### config.mk
export PLATFORM = sky130hd
export DESIGN_NAME = gated_timer_top
export DESIGN_NICKNAME = d
export VERILOG_FILES = /design/src/logic/gate_count_unit.v /design/src/logic/gated_timer_top.v
export VERILOG_INCLUDE_DIRS = /design/src /design/src/logic
export SDC_FILE = /design/constraint.sdc
export NUM_CORES = 1
export LEC_CHECK = 0
export BUFFER_PORTS_ARGS = -buffer_cell sky130_fd_sc_hd__buf_4
export CORE_MARGIN = 5
export CORE_UTILIZATION = 45
export CTS_BUF_LIST = sky130_fd_sc_hd__clkbuf_4
export DETAILED_ROUTE_END_ITERATION = 8
export PLACE_DENSITY = 0.72
export SKIP_CTS_REPAIR_TIMING = 1
export SLEW_MARGIN = 15
export SYNTH_ARGS = -nofsm -noshare
export SYNTH_HDL_FRONTEND = slang
export SYNTH_HIERARCHICAL = 1
export SYNTH_SLANG_ARGS = --single-unit
export TNS_END_PERCENT = 1
### constraint.sdc
create_clock -name i_mclk -period 4.8 [get_ports i_mclk]
set_clock_uncertainty 0.1 [all_clocks]
set_input_delay 0.96 -clock i_mclk [delete_from_list [all_inputs] [get_ports i_mclk]]
set_output_delay 0.96 -clock i_mclk [all_outputs]
set_load 0.02 [all_outputs]
### src/logic/gated_timer_consts.vh
`ifndef GATED_TIMER_CONSTS_VH
`define GATED_TIMER_CONSTS_VH

// ==========================================================
// register map, register indices inside one timer slot (address bits 4:2)
`define REG_TIMER_CTRL     3'h0
`define REG_GATE_CTRL      3'h1
`define REG_COUNT_LOW      3'h2
`define REG_COUNT_HIGH     3'h3
`define REG_FLAGS          3'h4
`define REG_LAST           3'h4
`define ADDR_REG_LO        2
`define ADDR_REG_HI        4
`define ADDR_TMR_LO        5
`define ADDR_TMR_HI        6

// ==========================================================
// gate control fields
`define GC_ENABLE          7
`define GC_POL             6
`define GC_TOGGLE          5
`define GC_SPM             4
`define GC_ARMED           3
`define GC_LEVEL           2
`define GC_SS_HI           1
`define GC_SS_LO           0
`define GC_RESET           8'h00

// ==========================================================
// other fields
`define CTRL_ON            0
`define FLG_ROLL           0
`define FLG_GATE           1

// ==========================================================
// gate source codes
`define SS_PIN             2'h0
`define SS_T0_OVF          2'h1
`define SS_CMP1            2'h2
`define SS_CMP2            2'h3

// ==========================================================
// timing and misc
`define Q1_DIV_W           2
`define Q1_PHASE           2'h0
`define COUNT_MAX          16'hffff
`define COUNT_RESET        16'h0000
`define RESP_OKAY          2'h0
`define RESP_SLVERR        2'h2

`endif

### src/logic/gate_count_unit.v
`timescale 1ns/10ps
`include "gated_timer_consts.vh"

module gate_count_unit (
    input  wire        i_mclk,
    input  wire        i_rst_b,
    input  wire        i_q1,
    input  wire        i_count_tick,
    input  wire        i_timer_on,
    input  wire [7:0]  i_gate_ctrl,
    input  wire        i_armed,
    input  wire [3:0]  i_src,
    input  wire        i_wr_low,
    input  wire        i_wr_high,
    input  wire [7:0]  i_wdata,
    output wire [15:0] o_count,
    output wire        o_gate_level,
    output wire        o_done,
    output wire        o_gate_fall,
    output wire        o_rollover
);

// ==========================================================
// gate path
reg         sel_gate;
wire        pol_gate;
wire        tog_gate;
wire        eff_gate;
wire        tog_rise;
wire        tog_fall;
wire        pol_rise;
wire        inc;
reg         prev_pol_ff;
reg         prev_tog_ff;
reg         tff_ff;
reg         sp_act_ff;
reg         gval_ff;
reg         prev_gval_ff;
reg         gfall_ff;
reg         roll_ff;
reg  [15:0] count_ff;
reg  [15:0] nxt_count;

always @* begin
    case (i_gate_ctrl[`GC_SS_HI:`GC_SS_LO])
        `SS_PIN:    sel_gate = i_src[0];
        `SS_T0_OVF: sel_gate = i_src[1];
        `SS_CMP1:   sel_gate = i_src[2];
        `SS_CMP2:   sel_gate = i_src[3];
        default:    sel_gate = i_src[0];
    endcase
end

assign pol_gate = i_gate_ctrl[`GC_POL] ? sel_gate : ~sel_gate;
assign pol_rise = pol_gate & ~prev_pol_ff;
assign tog_gate = i_gate_ctrl[`GC_TOGGLE] ? tff_ff : pol_gate;
assign tog_rise = tog_gate & ~prev_tog_ff;
assign tog_fall = ~tog_gate & prev_tog_ff;
// single pulse sits after the toggle so one full period is caught
assign eff_gate = i_gate_ctrl[`GC_SPM] ? sp_act_ff : tog_gate;
assign o_done   = i_gate_ctrl[`GC_SPM] & sp_act_ff & tog_fall;

always @(posedge i_mclk) begin
    if (!i_rst_b) begin
        prev_pol_ff <= 1'b0;
        prev_tog_ff <= 1'b0;
        tff_ff      <= 1'b0;
        sp_act_ff   <= 1'b0;
    end else begin
        prev_pol_ff <= pol_gate;
        prev_tog_ff <= tog_gate;
        if (!i_timer_on || !i_gate_ctrl[`GC_TOGGLE]) begin
            tff_ff <= 1'b0;
        end else if (pol_rise) begin
            tff_ff <= ~tff_ff;
        end
        if (!i_gate_ctrl[`GC_SPM]) begin
            sp_act_ff <= 1'b0;
        end else if (!sp_act_ff && i_armed && tog_rise) begin
            sp_act_ff <= 1'b1;
        end else if (sp_act_ff && tog_fall) begin
            sp_act_ff <= 1'b0;
        end
    end
end

// ==========================================================
// level status, latched once per instruction cycle
always @(posedge i_mclk) begin
    if (!i_rst_b) begin
        gval_ff      <= 1'b0;
        prev_gval_ff <= 1'b0;
        gfall_ff     <= 1'b0;
    end else begin
        if (i_q1) begin
            gval_ff <= eff_gate;
        end
        prev_gval_ff <= gval_ff;
        gfall_ff     <= prev_gval_ff & ~gval_ff;
    end
end

// ==========================================================
// counter
assign inc = i_count_tick & i_timer_on &
             (~i_gate_ctrl[`GC_ENABLE] | gval_ff);

always @* begin
    nxt_count = count_ff;
    if (inc) begin
        nxt_count = count_ff + 16'h0001;
    end
    // a software write wins over a coincident increment in the byte it writes
    if (i_wr_low) begin
        nxt_count[7:0] = i_wdata;
    end
    if (i_wr_high) begin
        nxt_count[15:8] = i_wdata;
    end
end

always @(posedge i_mclk) begin
    if (!i_rst_b) begin
        count_ff <= `COUNT_RESET;
        roll_ff  <= 1'b0;
    end else begin
        count_ff <= nxt_count;
        roll_ff  <= inc & (count_ff == `COUNT_MAX) & ~i_wr_low & ~i_wr_high;
    end
end

assign o_count      = count_ff;
assign o_gate_level = gval_ff;
assign o_gate_fall  = gfall_ff;
assign o_rollover   = roll_ff;

endmodule // gate_count_unit

### src/logic/gated_timer_top.v
// Our own choices: register access over AXI4-Lite and the register offsets.
`timescale 1ns/10ps
`include "gated_timer_consts.vh"

module gated_timer_top #(
    parameter ADDR_W = 8,
    parameter N_TMR  = 3
) (
    input  wire              i_mclk,
    input  wire              i_rst_b,
    input  wire [ADDR_W-1:0] i_s_axi_awaddr,
    input  wire              i_s_axi_awvalid,
    output wire              o_s_axi_awready,
    input  wire [31:0]       i_s_axi_wdata,
    input  wire [3:0]        i_s_axi_wstrb,
    input  wire              i_s_axi_wvalid,
    output wire              o_s_axi_wready,
    output wire [1:0]        o_s_axi_bresp,
    output wire              o_s_axi_bvalid,
    input  wire              i_s_axi_bready,
    input  wire [ADDR_W-1:0] i_s_axi_araddr,
    input  wire              i_s_axi_arvalid,
    output wire              o_s_axi_arready,
    output wire [31:0]       o_s_axi_rdata,
    output wire [1:0]        o_s_axi_rresp,
    output wire              o_s_axi_rvalid,
    input  wire              i_s_axi_rready,
    input  wire [N_TMR-1:0]  i_gate_pin,
    input  wire              i_cmp1_out,
    input  wire              i_cmp2_out,
    input  wire              i_timer0_ovf,
    input  wire [N_TMR-1:0]  i_count_tick,
    output wire [N_TMR-1:0]  o_rollover_flag,
    output wire [N_TMR-1:0]  o_gate_event_flag
);

// ==========================================================
// input synchronisers
localparam N_ASYNC = N_TMR + 2;

reg  [N_ASYNC-1:0]       sync1_ff;
reg  [N_ASYNC-1:0]       sync2_ff;
reg  [`Q1_DIV_W-1:0]     q1_div_ff;
wire                     q1;

always @(posedge i_mclk) begin
    if (!i_rst_b) begin
        sync1_ff <= {N_ASYNC{1'b0}};
        sync2_ff <= {N_ASYNC{1'b0}};
    end else begin
        sync1_ff <= {i_cmp2_out, i_cmp1_out, i_gate_pin};
        sync2_ff <= sync1_ff;
    end
end

// ==========================================================
// instruction cycle divider, q1 is its first phase
always @(posedge i_mclk) begin
    if (!i_rst_b) begin
        q1_div_ff <= `Q1_PHASE;
    end else begin
        q1_div_ff <= q1_div_ff + {{(`Q1_DIV_W-1){1'b0}}, 1'b1};
    end
end

assign q1 = (q1_div_ff == `Q1_PHASE);

// ==========================================================
// axi4-lite write channel
reg                      aw_held_ff;
reg  [ADDR_W-1:0]        awaddr_ff;
reg                      w_held_ff;
reg  [7:0]               wdata_ff;
reg                      wstrb0_ff;
reg                      bvalid_ff;
reg  [1:0]               bresp_ff;
wire                     do_write;
wire [1:0]               w_tmr;
wire [2:0]               w_reg;
wire                     w_ok;

assign o_s_axi_awready = ~aw_held_ff & ~bvalid_ff;
assign o_s_axi_wready  = ~w_held_ff & ~bvalid_ff;
assign do_write        = aw_held_ff & w_held_ff & ~bvalid_ff;
assign w_tmr           = awaddr_ff[`ADDR_TMR_HI:`ADDR_TMR_LO];
assign w_reg           = awaddr_ff[`ADDR_REG_HI:`ADDR_REG_LO];
// unmapped: upper address bits set, timer slot past the last, or hole
assign w_ok            = (awaddr_ff[ADDR_W-1:`ADDR_TMR_HI+1] == {(ADDR_W-`ADDR_TMR_HI-1){1'b0}}) &
                         ({30'h0, w_tmr} < N_TMR) & (w_reg <= `REG_LAST);

always @(posedge i_mclk) begin
    if (!i_rst_b) begin
        aw_held_ff <= 1'b0;
        awaddr_ff  <= {ADDR_W{1'b0}};
        w_held_ff  <= 1'b0;
        wdata_ff   <= 8'h00;
        wstrb0_ff  <= 1'b0;
        bvalid_ff  <= 1'b0;
        bresp_ff   <= `RESP_OKAY;
    end else begin
        if (i_s_axi_awvalid && o_s_axi_awready) begin
            aw_held_ff <= 1'b1;
            awaddr_ff  <= i_s_axi_awaddr;
        end
        if (i_s_axi_wvalid && o_s_axi_wready) begin
            w_held_ff <= 1'b1;
            wdata_ff  <= i_s_axi_wdata[7:0];
            wstrb0_ff <= i_s_axi_wstrb[0];
        end
        if (do_write) begin
            aw_held_ff <= 1'b0;
            w_held_ff  <= 1'b0;
            bvalid_ff  <= 1'b1;
            bresp_ff   <= w_ok ? `RESP_OKAY : `RESP_SLVERR;
        end else if (bvalid_ff && i_s_axi_bready) begin
            bvalid_ff <= 1'b0;
        end
    end
end

assign o_s_axi_bvalid = bvalid_ff;
assign o_s_axi_bresp  = bresp_ff;

// ==========================================================
// per-timer registers and gate/count units
wire [N_TMR*8-1:0]       ctrl_vec;
wire [N_TMR*8-1:0]       gate_vec;
wire [N_TMR*16-1:0]      count_vec;
wire [N_TMR*8-1:0]       flag_vec;

genvar g;
generate
    for (g = 0; g < N_TMR; g = g + 1) begin : tmr
        reg         on_ff;
        reg  [7:0]  gc_ff;
        reg         armed_ff;
        reg         roll_flg_ff;
        reg         gev_flg_ff;
        wire        sel;
        wire        wr_gc;
        wire        done;
        wire        gfall;
        wire        roll;
        wire        level;
        wire [15:0] cnt;
        wire [7:0]  gc_live;

        assign sel   = do_write & w_ok & wstrb0_ff & ({30'h0, w_tmr} == g);
        assign wr_gc = sel & (w_reg == `REG_GATE_CTRL);

        always @(posedge i_mclk) begin
            if (!i_rst_b) begin
                on_ff       <= 1'b0;
                gc_ff       <= `GC_RESET;
                armed_ff    <= 1'b0;
                roll_flg_ff <= 1'b0;
                gev_flg_ff  <= 1'b0;
            end else begin
                if (sel && (w_reg == `REG_TIMER_CTRL)) begin
                    on_ff <= wdata_ff[`CTRL_ON];
                end
                if (wr_gc) begin
                    gc_ff <= wdata_ff;
                end
                // a write from software takes precedence over the hardware clear
                if (wr_gc) begin
                    armed_ff <= wdata_ff[`GC_ARMED] & wdata_ff[`GC_SPM];
                end else if (done || !gc_ff[`GC_SPM]) begin
                    armed_ff <= 1'b0;
                end
                // a new event wins over a clear in the same cycle
                if (roll) begin
                    roll_flg_ff <= 1'b1;
                end else if (sel && (w_reg == `REG_FLAGS) && wdata_ff[`FLG_ROLL]) begin
                    roll_flg_ff <= 1'b0;
                end
                if (gfall) begin
                    gev_flg_ff <= 1'b1;
                end else if (sel && (w_reg == `REG_FLAGS) && wdata_ff[`FLG_GATE]) begin
                    gev_flg_ff <= 1'b0;
                end
            end
        end

        gate_count_unit u_unit (
            .i_mclk       (i_mclk),
            .i_rst_b      (i_rst_b),
            .i_q1         (q1),
            .i_count_tick (i_count_tick[g]),
            .i_timer_on   (on_ff),
            .i_gate_ctrl  (gc_ff),
            .i_armed      (armed_ff),
            .i_src        ({sync2_ff[N_TMR+1], sync2_ff[N_TMR], i_timer0_ovf, sync2_ff[g]}),
            .i_wr_low     (sel && (w_reg == `REG_COUNT_LOW)),
            .i_wr_high    (sel && (w_reg == `REG_COUNT_HIGH)),
            .i_wdata      (wdata_ff),
            .o_count      (cnt),
            .o_gate_level (level),
            .o_done       (done),
            .o_gate_fall  (gfall),
            .o_rollover   (roll)
        );

        assign gc_live = {gc_ff[7:4], armed_ff, level, gc_ff[1:0]};
        assign ctrl_vec[g*8 +: 8]   = {7'h00, on_ff};
        assign gate_vec[g*8 +: 8]   = gc_live;
        assign count_vec[g*16 +: 16] = cnt;
        assign flag_vec[g*8 +: 8]   = {6'h00, gev_flg_ff, roll_flg_ff};
        assign o_rollover_flag[g]   = roll_flg_ff;
        assign o_gate_event_flag[g] = gev_flg_ff;
    end
endgenerate

// ==========================================================
// axi4-lite read channel
reg                      rvalid_ff;
reg  [31:0]              rdata_ff;
reg  [1:0]               rresp_ff;
reg  [7:0]               rd_byte;
wire [1:0]               r_tmr;
wire [2:0]               r_reg;
wire                     r_ok;

assign r_tmr = i_s_axi_araddr[`ADDR_TMR_HI:`ADDR_TMR_LO];
assign r_reg = i_s_axi_araddr[`ADDR_REG_HI:`ADDR_REG_LO];
assign r_ok  = (i_s_axi_araddr[ADDR_W-1:`ADDR_TMR_HI+1] == {(ADDR_W-`ADDR_TMR_HI-1){1'b0}}) &
               ({30'h0, r_tmr} < N_TMR) & (r_reg <= `REG_LAST);

always @* begin
    rd_byte = 8'h00;
    if (r_ok) begin
        case (r_reg)
            `REG_TIMER_CTRL: rd_byte = ctrl_vec[r_tmr*8 +: 8];
            `REG_GATE_CTRL:  rd_byte = gate_vec[r_tmr*8 +: 8];
            `REG_COUNT_LOW:  rd_byte = count_vec[r_tmr*16 +: 8];
            `REG_COUNT_HIGH: rd_byte = count_vec[r_tmr*16+8 +: 8];
            `REG_FLAGS:      rd_byte = flag_vec[r_tmr*8 +: 8];
            default:         rd_byte = 8'h00;
        endcase
    end
end

assign o_s_axi_arready = ~rvalid_ff;

always @(posedge i_mclk) begin
    if (!i_rst_b) begin
        rvalid_ff <= 1'b0;
        rdata_ff  <= 32'h0000_0000;
        rresp_ff  <= `RESP_OKAY;
    end else begin
        if (i_s_axi_arvalid && !rvalid_ff) begin
            rvalid_ff <= 1'b1;
            rdata_ff  <= {24'h00_0000, rd_byte};
            rresp_ff  <= r_ok ? `RESP_OKAY : `RESP_SLVERR;
        end else if (rvalid_ff && i_s_axi_rready) begin
            rvalid_ff <= 1'b0;
        end
    end
end

assign o_s_axi_rvalid = rvalid_ff;
assign o_s_axi_rdata  = rdata_ff;
assign o_s_axi_rresp  = rresp_ff;

endmodule // gated_timer_top

==> results.sh, run 1 <==
export IMPL_outcome="completed"
export IMPL_pwr_share_comb_pct=8.5
export IMPL_grt_first_pass_wirelength_mm=30.9
export IMPL_die_area_um2=19500
export IMPL_rows=47
export IMPL_avgSynthCellArea_um2=8.75
export IMPL_drc_errors=0
export IMPL_grt_pass1_vias=5844
export IMPL_p_sw_share_pct=26.9
export IMPL_antenna_cells=0
export IMPL_numCtsBuffers=17
export IMPL_vdd_drop_max_mv=0.242
export IMPL_drive_above_1_share_pct=14.0
export IMPL_required_ps=5150
export IMPL_h_tree_depth=4
export IMPL_cp_start_kind="flip-flop"
export IMPL_syn_area_um2=7560
export IMPL_n_fill_cell=1566
export IMPL_period_needed_ps=2990
export IMPL_end_kind="flip-flop"
export IMPL_place_congestion=0.901
export IMPL_p_total_uw=2350
export IMPL_finalSetupViolations=0
export IMPL_cpMaxStageDelayCell="or4b_1"
export IMPL_antenna_found_initial=0
export IMPL_reg2reg_to="tmr[1].u_unit/o_rollover"
export IMPL_routed_wl_mm=19.7
export IMPL_pwr_share_seq_pct=53.6
export IMPL_p_int_uw=1720
export IMPL_nNetsFinal=968
export IMPL_holdPathStages=2
export IMPL_power_leakage_uw=0.00318
export IMPL_critPathMaxFanout=14
export IMPL_drtIter0Drc=655
export IMPL_clkSlewWorstSetupHoldPaths_ps=130
export IMPL_hold_viol_final=0
export IMPL_p_clk_share_pct=38.0
export IMPL_clock_latency_ps=550
export IMPL_initial_core_util_pct=45.8
export IMPL_hold_worst_slack_ps=318
export IMPL_cts_root_buf="clkbuf_4"
export IMPL_cts_path_max_buffers=2
export IMPL_clkSinkCount=143
export IMPL_syn_inst=864
export IMPL_relSlewSlack_pct=40.1
export IMPL_crit_chain="a21oi_1 > nand2_1 > or4b_1 > nor2_1 > inv_1 > and4_1 > and3_1"
export IMPL_critical_path_class="reg2reg"
export IMPL_hp_start="tmr[2].u_unit/prev_gval_ff"
export IMPL_fp_dieH_um=140
export IMPL_slew_viol_final=0
export IMPL_period_share_pct=62.3
export IMPL_vias=6433
export IMPL_die_w_um=140
export IMPL_cap_violations=0
export IMPL_place_ws_ps=1810
export IMPL_cp_num_buf_inv=1
export IMPL_p_per_area_nw_per_um2=283
export IMPL_instances_no_fill=1129
export IMPL_io_pins=115
export IMPL_dr_pass1_iters=6
export IMPL_via_per_inst=5.70
export IMPL_core_area_um2=16500
export IMPL_max_freq_ghz=0.334
export IMPL_hp_class="reg2reg"
export IMPL_hpwl_mm=13.7
export IMPL_avgRoutedWirePerCell_um=17.4
export IMPL_cts_tree="built"
export IMPL_grt_max_degree=92
export IMPL_grt_use_total_pct=19.9
export IMPL_ant_nets=0
export IMPL_port_buffers=57
export IMPL_fin_ws_ps=1810
export IMPL_dp_cells=1097
export IMPL_hold_end="tmr[2].u_unit/o_gate_fall"
export IMPL_rr_startpoint="awaddr_ff[5]"
export IMPL_crit_path_max_incr_delay_ps=580
export IMPL_r2r_slack_ps=1810
export IMPL_p_sw_uw=632
export IMPL_worstPathArrival_ps=3340
export IMPL_rsz0062_at_grt="false"
export IMPL_worstMarginPinSlew_ps=891
export IMPL_reg2regPathDepth=7
export IMPL_overflow=0
export IMPL_fin_tns_setup_ps=0
export IMPL_area_growth_pct=9.69
export IMPL_yosysWarningCount=6
export IMPL_critical_path_top_delay_family="simple AND/OR/NAND/NOR gates"
==> layer usage <==
metal | part of all wire (%) | vias to the layer above | wire length, um | GRT usage [%]
li1 | - | 3162 | - | -
met1 | 45 | 2997 | 8840 | 27.7
met2 | 45 | 253 | 8920 | 31.1
met3 | 7.9 | 21 | 1560 | 4.19
met4 | 1.7 | 0 | 334 | 5.86
met5 | 0 | - | 0 | 0
==> power groups by stage <==
stage / combinational, uW / sequential, uW / clock [uW]
after global placement: 195 / 1280 / 0
after floorplan: 155 / 1270 / 0
after global routing: 217 / 1260 / 971
after detailed placement: 197 / 1280 / 0
final: 199 / 1260 / 891
after CTS: 198 / 1260 / 913
==> sequential cells by signal, indices dropped and copies added, names as in the netlist, 5 cells and up <==
register	cells
o_s_axi_rdata	8
awaddr_ff	6
wdata_ff	8
sync1_ff	5
tmr.gc_ff	18
tmr.u_unit/o_count	48
sync2_ff	5
==> how the worst max path moves through the flow <==
stage                                    end  slack (ps)  depth (start not counted)         start
finish              tmr[1].u_unit/o_rollover        1810                          7  awaddr_ff[5]
global route        tmr[1].u_unit/o_rollover        1630                          7  awaddr_ff[5]
CTS                 tmr[1].u_unit/o_rollover        1820                          7  awaddr_ff[5]
detailed placement          o_s_axi_rdata[5]        1810                          5       i_rst_b
global placement            o_s_axi_rdata[5]        1810                          5       i_rst_b
floorplan                    tmr[0].armed_ff        2180                          6  i_timer0_ovf
==> layout by cell type (no fill, tap or decap), drive strengths merged, types with 26 or more instances in the layout <==
cell and n:
dfxtp 143, inv 37, buf 59, a21boi 26
a21oi 29, nor2 26, mux2i 41, nor2b 43
conb 26, o21ai 69, nand3 28, nand2 72
==> layout make-up <==
type                       count  area [um^2]  share of cell area [%]
clock buffer                  17          128                    1.54
clock inverter                15          204                    2.46
inverter                      31          116                    1.40
multi-input combinational    644         4270                    51.4
sequential                   143         2860                    34.5
tap                          220          275                    3.32
timing repair buffer          59          443                    5.34
==> per-stage QoR <==
stage / instance area (um^2) / util, %
final: 8300 / 50.2
after global routing: 8300 / 50.2
after CTS: 8300 / 50.2
after detailed placement: 7970 / 48.2
after global placement: 7970 / 48.2
after floorplan: 7660 / -
==> worst register-to-register path, delay by kind of cell, from the launching register on <==
kind / cells / cell delay [ps]
AOI/OAI and AO/OA: 1 / 320
buffers and inverters: 1 / 330
DFF: 1 / 470
and+or+nand+nor: 5 / 1670
Note: power is estimated with default switching activity, not from simulation.
==> run 2: changes to the inputs <==
==> constraint.sdc (replaced) <==
create_clock -name i_mclk -period 2.9 [get_ports i_mclk]
set_clock_uncertainty 0.1 [all_clocks]
set_input_delay 0.58 -clock i_mclk [delete_from_list [all_inputs] [get_ports i_mclk]]
set_output_delay 0.58 -clock i_mclk [all_outputs]
set_load 0.02 [all_outputs]
==> results.sh, run 2 (synthesized netlist as in run 1, its figures left out) <==
export IMPL_outcome="completed"
export IMPL_vdd_drop_max_mv=0.382
export IMPL_io_pins=115
export IMPL_instances_no_fill=1142
export IMPL_cpMaxStageDelayCell="or4b_1"
export IMPL_p_per_area_nw_per_um2=457
export IMPL_worstPathArrival_ps=2970
export IMPL_p_sw_share_pct=28.0
export IMPL_p_sw_uw=1070
export IMPL_overflow=0
export IMPL_hold_viol_final=0
export IMPL_holdPathStages=2
export IMPL_crit_chain="a21oi_1 > nand2_1 > or4b_1 > nor2_1 > inv_1 > and4_1 > and3_1"
export IMPL_mostFrequentLayoutCell="dfxtp_1"
export IMPL_hp_start="i_cmp1_out"
export IMPL_p_clk_share_pct=36.9
export IMPL_relSlewSlack_pct=41.0
export IMPL_pwr_share_seq_pct=54.2
export IMPL_hold_end="sync1_ff[3]"
export IMPL_rr_startpoint="awaddr_ff[5]"
export IMPL_clock_latency_ps=570
export IMPL_reg2regPathDepth=7
export IMPL_required_ps=3270
export IMPL_antenna_found_initial=0
export IMPL_port_buffers=57
export IMPL_crit_path_max_incr_delay_ps=600
export IMPL_via_per_inst=5.77
export IMPL_max_freq_ghz=0.385
export IMPL_rows=47
export IMPL_rsz0062_at_grt="false"
export IMPL_cap_violations=0
export IMPL_end_kind="flip-flop"
export IMPL_fin_tns_setup_ps=0
export IMPL_cts_path_max_buffers=2
export IMPL_p_total_uw=3830
export IMPL_cp_start_kind="flip-flop"
export IMPL_vias=6587
export IMPL_die_w_um=140
export IMPL_antenna_cells=0
export IMPL_clkSlewWorstSetupHoldPaths_ps=130
export IMPL_fp_dieH_um=140
export IMPL_core_area_um2=16500
export IMPL_pwr_share_comb_pct=8.9
export IMPL_avgRoutedWirePerCell_um=17.6
export IMPL_h_tree_depth=4
export IMPL_routed_wl_mm=20.0
export IMPL_p_int_uw=2760
export IMPL_grt_use_total_pct=20.0
export IMPL_critPathMaxFanout=14
export IMPL_hpwl_mm=14.0
export IMPL_die_area_um2=19500
export IMPL_period_share_pct=89.6
export IMPL_dp_cells=1110
export IMPL_worstMarginPinSlew_ps=877
export IMPL_finalSetupViolations=0
export IMPL_cts_root_buf="clkbuf_4"
export IMPL_initial_core_util_pct=45.8
export IMPL_numCtsBuffers=17
export IMPL_r2r_slack_ps=300
export IMPL_place_congestion=0.901
export IMPL_drc_errors=0
export IMPL_power_leakage_uw=0.00323
export IMPL_slew_viol_final=0
export IMPL_reg2reg_to="tmr[1].u_unit/o_rollover"
export IMPL_drive_above_1_share_pct=15.2
export IMPL_drtIter0Drc=592
export IMPL_largest_reg_flops=48
export IMPL_clkSinkCount=143
export IMPL_grt_first_pass_wirelength_mm=31.5
export IMPL_ant_nets=0
export IMPL_cts_tree="built"
export IMPL_hp_class="in2reg"
export IMPL_dr_pass1_iters=6
export IMPL_final_cell_mix="dfxtp_1, buf_4, nand2_1"
export IMPL_grt_max_degree=132
export IMPL_period_needed_ps=2600
export IMPL_critical_path_class="reg2reg"
export IMPL_nNetsFinal=981
export IMPL_area_growth_pct=10.9
export IMPL_grt_pass1_vias=6028
==> run 2: changes by cell type in the layout (fill, tap and decap cells not counted), sizes merged <==
| cell | before | now |
|---|---|---|
| bufinv | 4 | 3 |
| buf | 59 | 72 |
| clkinv | 5 | 4 |
| clkinvlp | 0 | 2 |
==> run 2: worst max-delay path by stage <==
stage	from	endpoint	slack, ps	cells past startpoint
2_1_floorplan	awaddr_ff[6]	tmr[1].u_unit/o_count[6]	590	7
3_3_place_gp	awaddr_ff[5]	tmr[1].u_unit/o_rollover	430	7
3_5_place_dp	awaddr_ff[5]	tmr[1].u_unit/o_rollover	360	7
4_1_cts	awaddr_ff[5]	tmr[1].u_unit/o_rollover	320	7
5_1_grt	awaddr_ff[5]	tmr[1].u_unit/o_rollover	100	7
6_report	awaddr_ff[5]	tmr[1].u_unit/o_rollover	300	7
==> run 2: final cells by class <==
type	count	area [um^2]
clock buffer	17	128
fill	1558	8140
multi-input combinational	644	4270
clock inverter	15	183
inverter	31	116
sequential	143	2860
timing repair buffer	72	553
tap	220	275
==> run 2: power by group through the flow <==
stage | sequential (uW) | clock [uW] | combinational [uW]
2_1_floorplan | 2100 | 0 | 257
3_3_place_gp | 2120 | 0 | 335
3_5_place_dp | 2120 | 0 | 339
4_1_cts | 2080 | 1440 | 341
5_1_grt | 2080 | 1530 | 375
6_report | 2080 | 1420 | 342
==> run 2: stage by stage <==
step / area [um^2] / hold slack, ps / util (%) / setup WS [ps]
finish: 8390 / 114 / 50.7 / 301
global route: 8390 / 81.6 / 50.7 / 102
CTS: 8390 / 77.0 / 50.7 / 321
detailed placement: 8080 / 303 / 48.9 / 364
global placement: 8080 / 298 / 48.9 / 425
floorplan: 7660 / 292 / - / 593
==> run 2: per-layer routing <==
metal | vias up | global-route usage, % | routed length [um]
met5 | - | 0 | 0
li1 | 3186 | - | -
met4 | 0 | 7.34 | 550
met3 | 44 | 4.67 | 1470
met2 | 249 | 32.0 | 9090
met1 | 3108 | 26.6 | 8940
==> run 2: worst max-delay path, delay by kind of cell, from the launching register on <==
kind | cells | cell delay [ps]
DFF | 1 | 440
AOI/OAI and AO/OA | 1 | 330
and+or+nand+nor | 5 | 1400
buffers and inverters | 1 | 230
==> run 3: changes to the inputs <==
--- a/config.mk
+++ b/config.mk
@@ -6,6 +6,7 @@
 export SDC_FILE = /design/constraint.sdc
 export NUM_CORES = 1
 export LEC_CHECK = 0
+export ABC_AREA = 1
 export BUFFER_PORTS_ARGS = -buffer_cell sky130_fd_sc_hd__buf_4
 export CORE_MARGIN = 5
 export CORE_UTILIZATION = 45
==> results.sh, run 3 <==
export IMPL_period_share_pct=83.8
export IMPL_hold_end="sync1_ff[2]"
export IMPL_hold_viol_final=0
export IMPL_finalSetupViolations=0
export IMPL_avgRoutedWirePerCell_um=15.1
export IMPL_die_area_um2=20100
export IMPL_area_growth_pct=9.58
export IMPL_grt_first_pass_wirelength_mm=34.7
export IMPL_vdd_drop_max_mv=0.307
export IMPL_grt_max_degree=40
export IMPL_grt_use_total_pct=21.9
export IMPL_cts_tree="built"
export IMPL_cap_violations=0
export IMPL_post_dp_cell_area_um2=8250
export IMPL_core_area_um2=17200
export IMPL_antenna_found_initial=1
export IMPL_clkSlewWorstSetupHoldPaths_ps=140
export IMPL_routed_wl_mm=21.9
export IMPL_nNetsFinal=1286
export IMPL_mostFrequentLayoutCell="nand2_1"
export IMPL_largest_reg_flops=48
export IMPL_critical_path_top_delay_family="simple AND/OR/NAND/NOR gates"
export IMPL_yosysWarningCount=6
export IMPL_avgSynthCellArea_um2=6.68
export IMPL_cp_start_kind="flip-flop"
export IMPL_final_cell_mix="nand2_1, dfxtp_1, nor2_1"
export IMPL_crit_path_max_incr_delay_ps=530
export IMPL_hp_class="in2reg"
export IMPL_ant_nets=0
export IMPL_drc_errors=0
export IMPL_grt_pass1_vias=6871
export IMPL_io_pins=115
export IMPL_p_per_area_nw_per_um2=444
export IMPL_worstPathArrival_ps=2750
export IMPL_rr_startpoint="awaddr_ff[4]"
export IMPL_crit_chain="inv_1 > o21ai_0 > nor3_2 > nand2_2 > nor2_4 > inv_1 > nor2_1 > inv_1 > nand2_1 > nor4_1"
export IMPL_pwr_share_comb_pct=9.4
export IMPL_cts_path_max_buffers=2
export IMPL_end_kind="flip-flop"
export IMPL_p_clk_share_pct=34.9
export IMPL_die_w_um=142
export IMPL_period_needed_ps=2430
export IMPL_rows=48
export IMPL_rsz0062_at_grt="false"
export IMPL_place_congestion=0.950
export IMPL_reg2reg_to="tmr[1].u_unit/o_rollover"
export IMPL_via_per_inst=5.26
export IMPL_cts_root_buf="clkbuf_4"
export IMPL_p_sw_share_pct=29.9
export IMPL_n_fill_cell=1785
export IMPL_r2r_slack_ps=470
export IMPL_slew_viol_final=0
export IMPL_port_buffers=57
export IMPL_power_leakage_uw=0.00335
export IMPL_drtIter0Drc=750
export IMPL_syn_area_um2=7800
export IMPL_clkSinkCount=143
export IMPL_holdPathStages=3
export IMPL_numCtsBuffers=17
export IMPL_path_common_cell="inv_1"
export IMPL_required_ps=3220
export IMPL_worstMarginPinSlew_ps=793
export IMPL_fp_dieH_um=142
export IMPL_vias=7639
export IMPL_hpwl_mm=16.0
export IMPL_p_int_uw=2660
export IMPL_critical_path_class="reg2reg"
export IMPL_p_sw_uw=1130
export IMPL_relSlewSlack_pct=47.0
export IMPL_pwr_share_seq_pct=55.7
export IMPL_reg2regPathDepth=10
export IMPL_outcome="completed"
export IMPL_seq_area_um2=2860
export IMPL_syn_inst=1167
export IMPL_critPathMaxFanout=9
export IMPL_cpMaxStageDelayCell="nor4_1"
export IMPL_multi_input_area_um2=4110
export IMPL_hp_start="i_gate_pin[2]"
export IMPL_cp_num_buf_inv=3
export IMPL_overflow=0
export IMPL_drive_above_1_share_pct=13.4
export IMPL_design_area_um2=8540
export IMPL_dr_pass1_iters=6
export IMPL_max_freq_ghz=0.412
export IMPL_initial_core_util_pct=45.4
export IMPL_fin_tns_setup_ps=0
export IMPL_h_tree_depth=4
export IMPL_clock_latency_ps=580
==> run 3: cell types whose count changed in the layout (fill, tap and decap cells not counted), sizes merged, moves of 23 or more <==
cell,delta
nand2,+221
nor2,+134
inv,+95
nand3,+68
a21oi,+61
nor2b,-43
mux2i,-41
a21boi,-26
nand2b,-23
==> run 3: worst max path at each step <==
stage	start	endpoint	cells past startpoint
2_1_floorplan	o_s_axi_bvalid	tmr[0].u_unit/o_count[7]	12
3_3_place_gp	o_s_axi_bvalid	tmr[0].u_unit/o_count[7]	12
3_5_place_dp	o_s_axi_bvalid	tmr[0].u_unit/o_count[1]	12
4_1_cts	awaddr_ff[3]	tmr[0].u_unit/o_count[1]	12
5_1_grt	awaddr_ff[3]	tmr[0].u_unit/o_count[1]	12
6_report	awaddr_ff[4]	tmr[1].u_unit/o_rollover	10
==> run 3: power by group through the flow <==
stage | Sequential (uW) | Combinational [uW] | Clock (uW)
6_report | 2110 | 358 | 1320
5_1_grt | 2120 | 403 | 1440
4_1_cts | 2110 | 357 | 1350
3_5_place_dp | 2150 | 356 | 0
3_3_place_gp | 2150 | 352 | 0
2_1_floorplan | 2110 | 277 | 0
==> run 3: routing by layer <==
layer | GRT usage, % | up-vias | wire (um)
li1 | - | 3814 | -
met1 | 30.2 | 3462 | 9750
met2 | 33.3 | 316 | 9530
met3 | 5.29 | 47 | 2010
met4 | 8.38 | 0 | 641
met5 | 0 | - | 0
==> run 3: tightest hold or removal path, cell delays in order <==
cell	delay, ps
buf_4	80
nand2_1	40
inv_1	40
==> run 3: per-stage QoR <==
stage,power (uW),utilization (%),setup WS [ps],hold WS (ps),std cells
after floorplan,2380,-,814,290,1192
after global placement,2500,48.1,561,296,1420
after detailed placement,2510,48.1,530,299,1420
after CTS,3810,49.7,498,37.7,1452
after global routing,3960,49.7,239,28.1,1453
final,3790,49.7,470,65.4,1453
==> run 3: area by class of cell <==
cell class | instances | share of cell area, %
flip-flops and latches | 143 | 33.5
diodes | 1 | 0.0293
clock buffers | 17 | 1.49
repair buffers | 65 | 5.71
well taps | 225 | 3.29
inverters | 136 | 6.02
clock inverters | 15 | 1.87
multi-input cells | 851 | 48.1
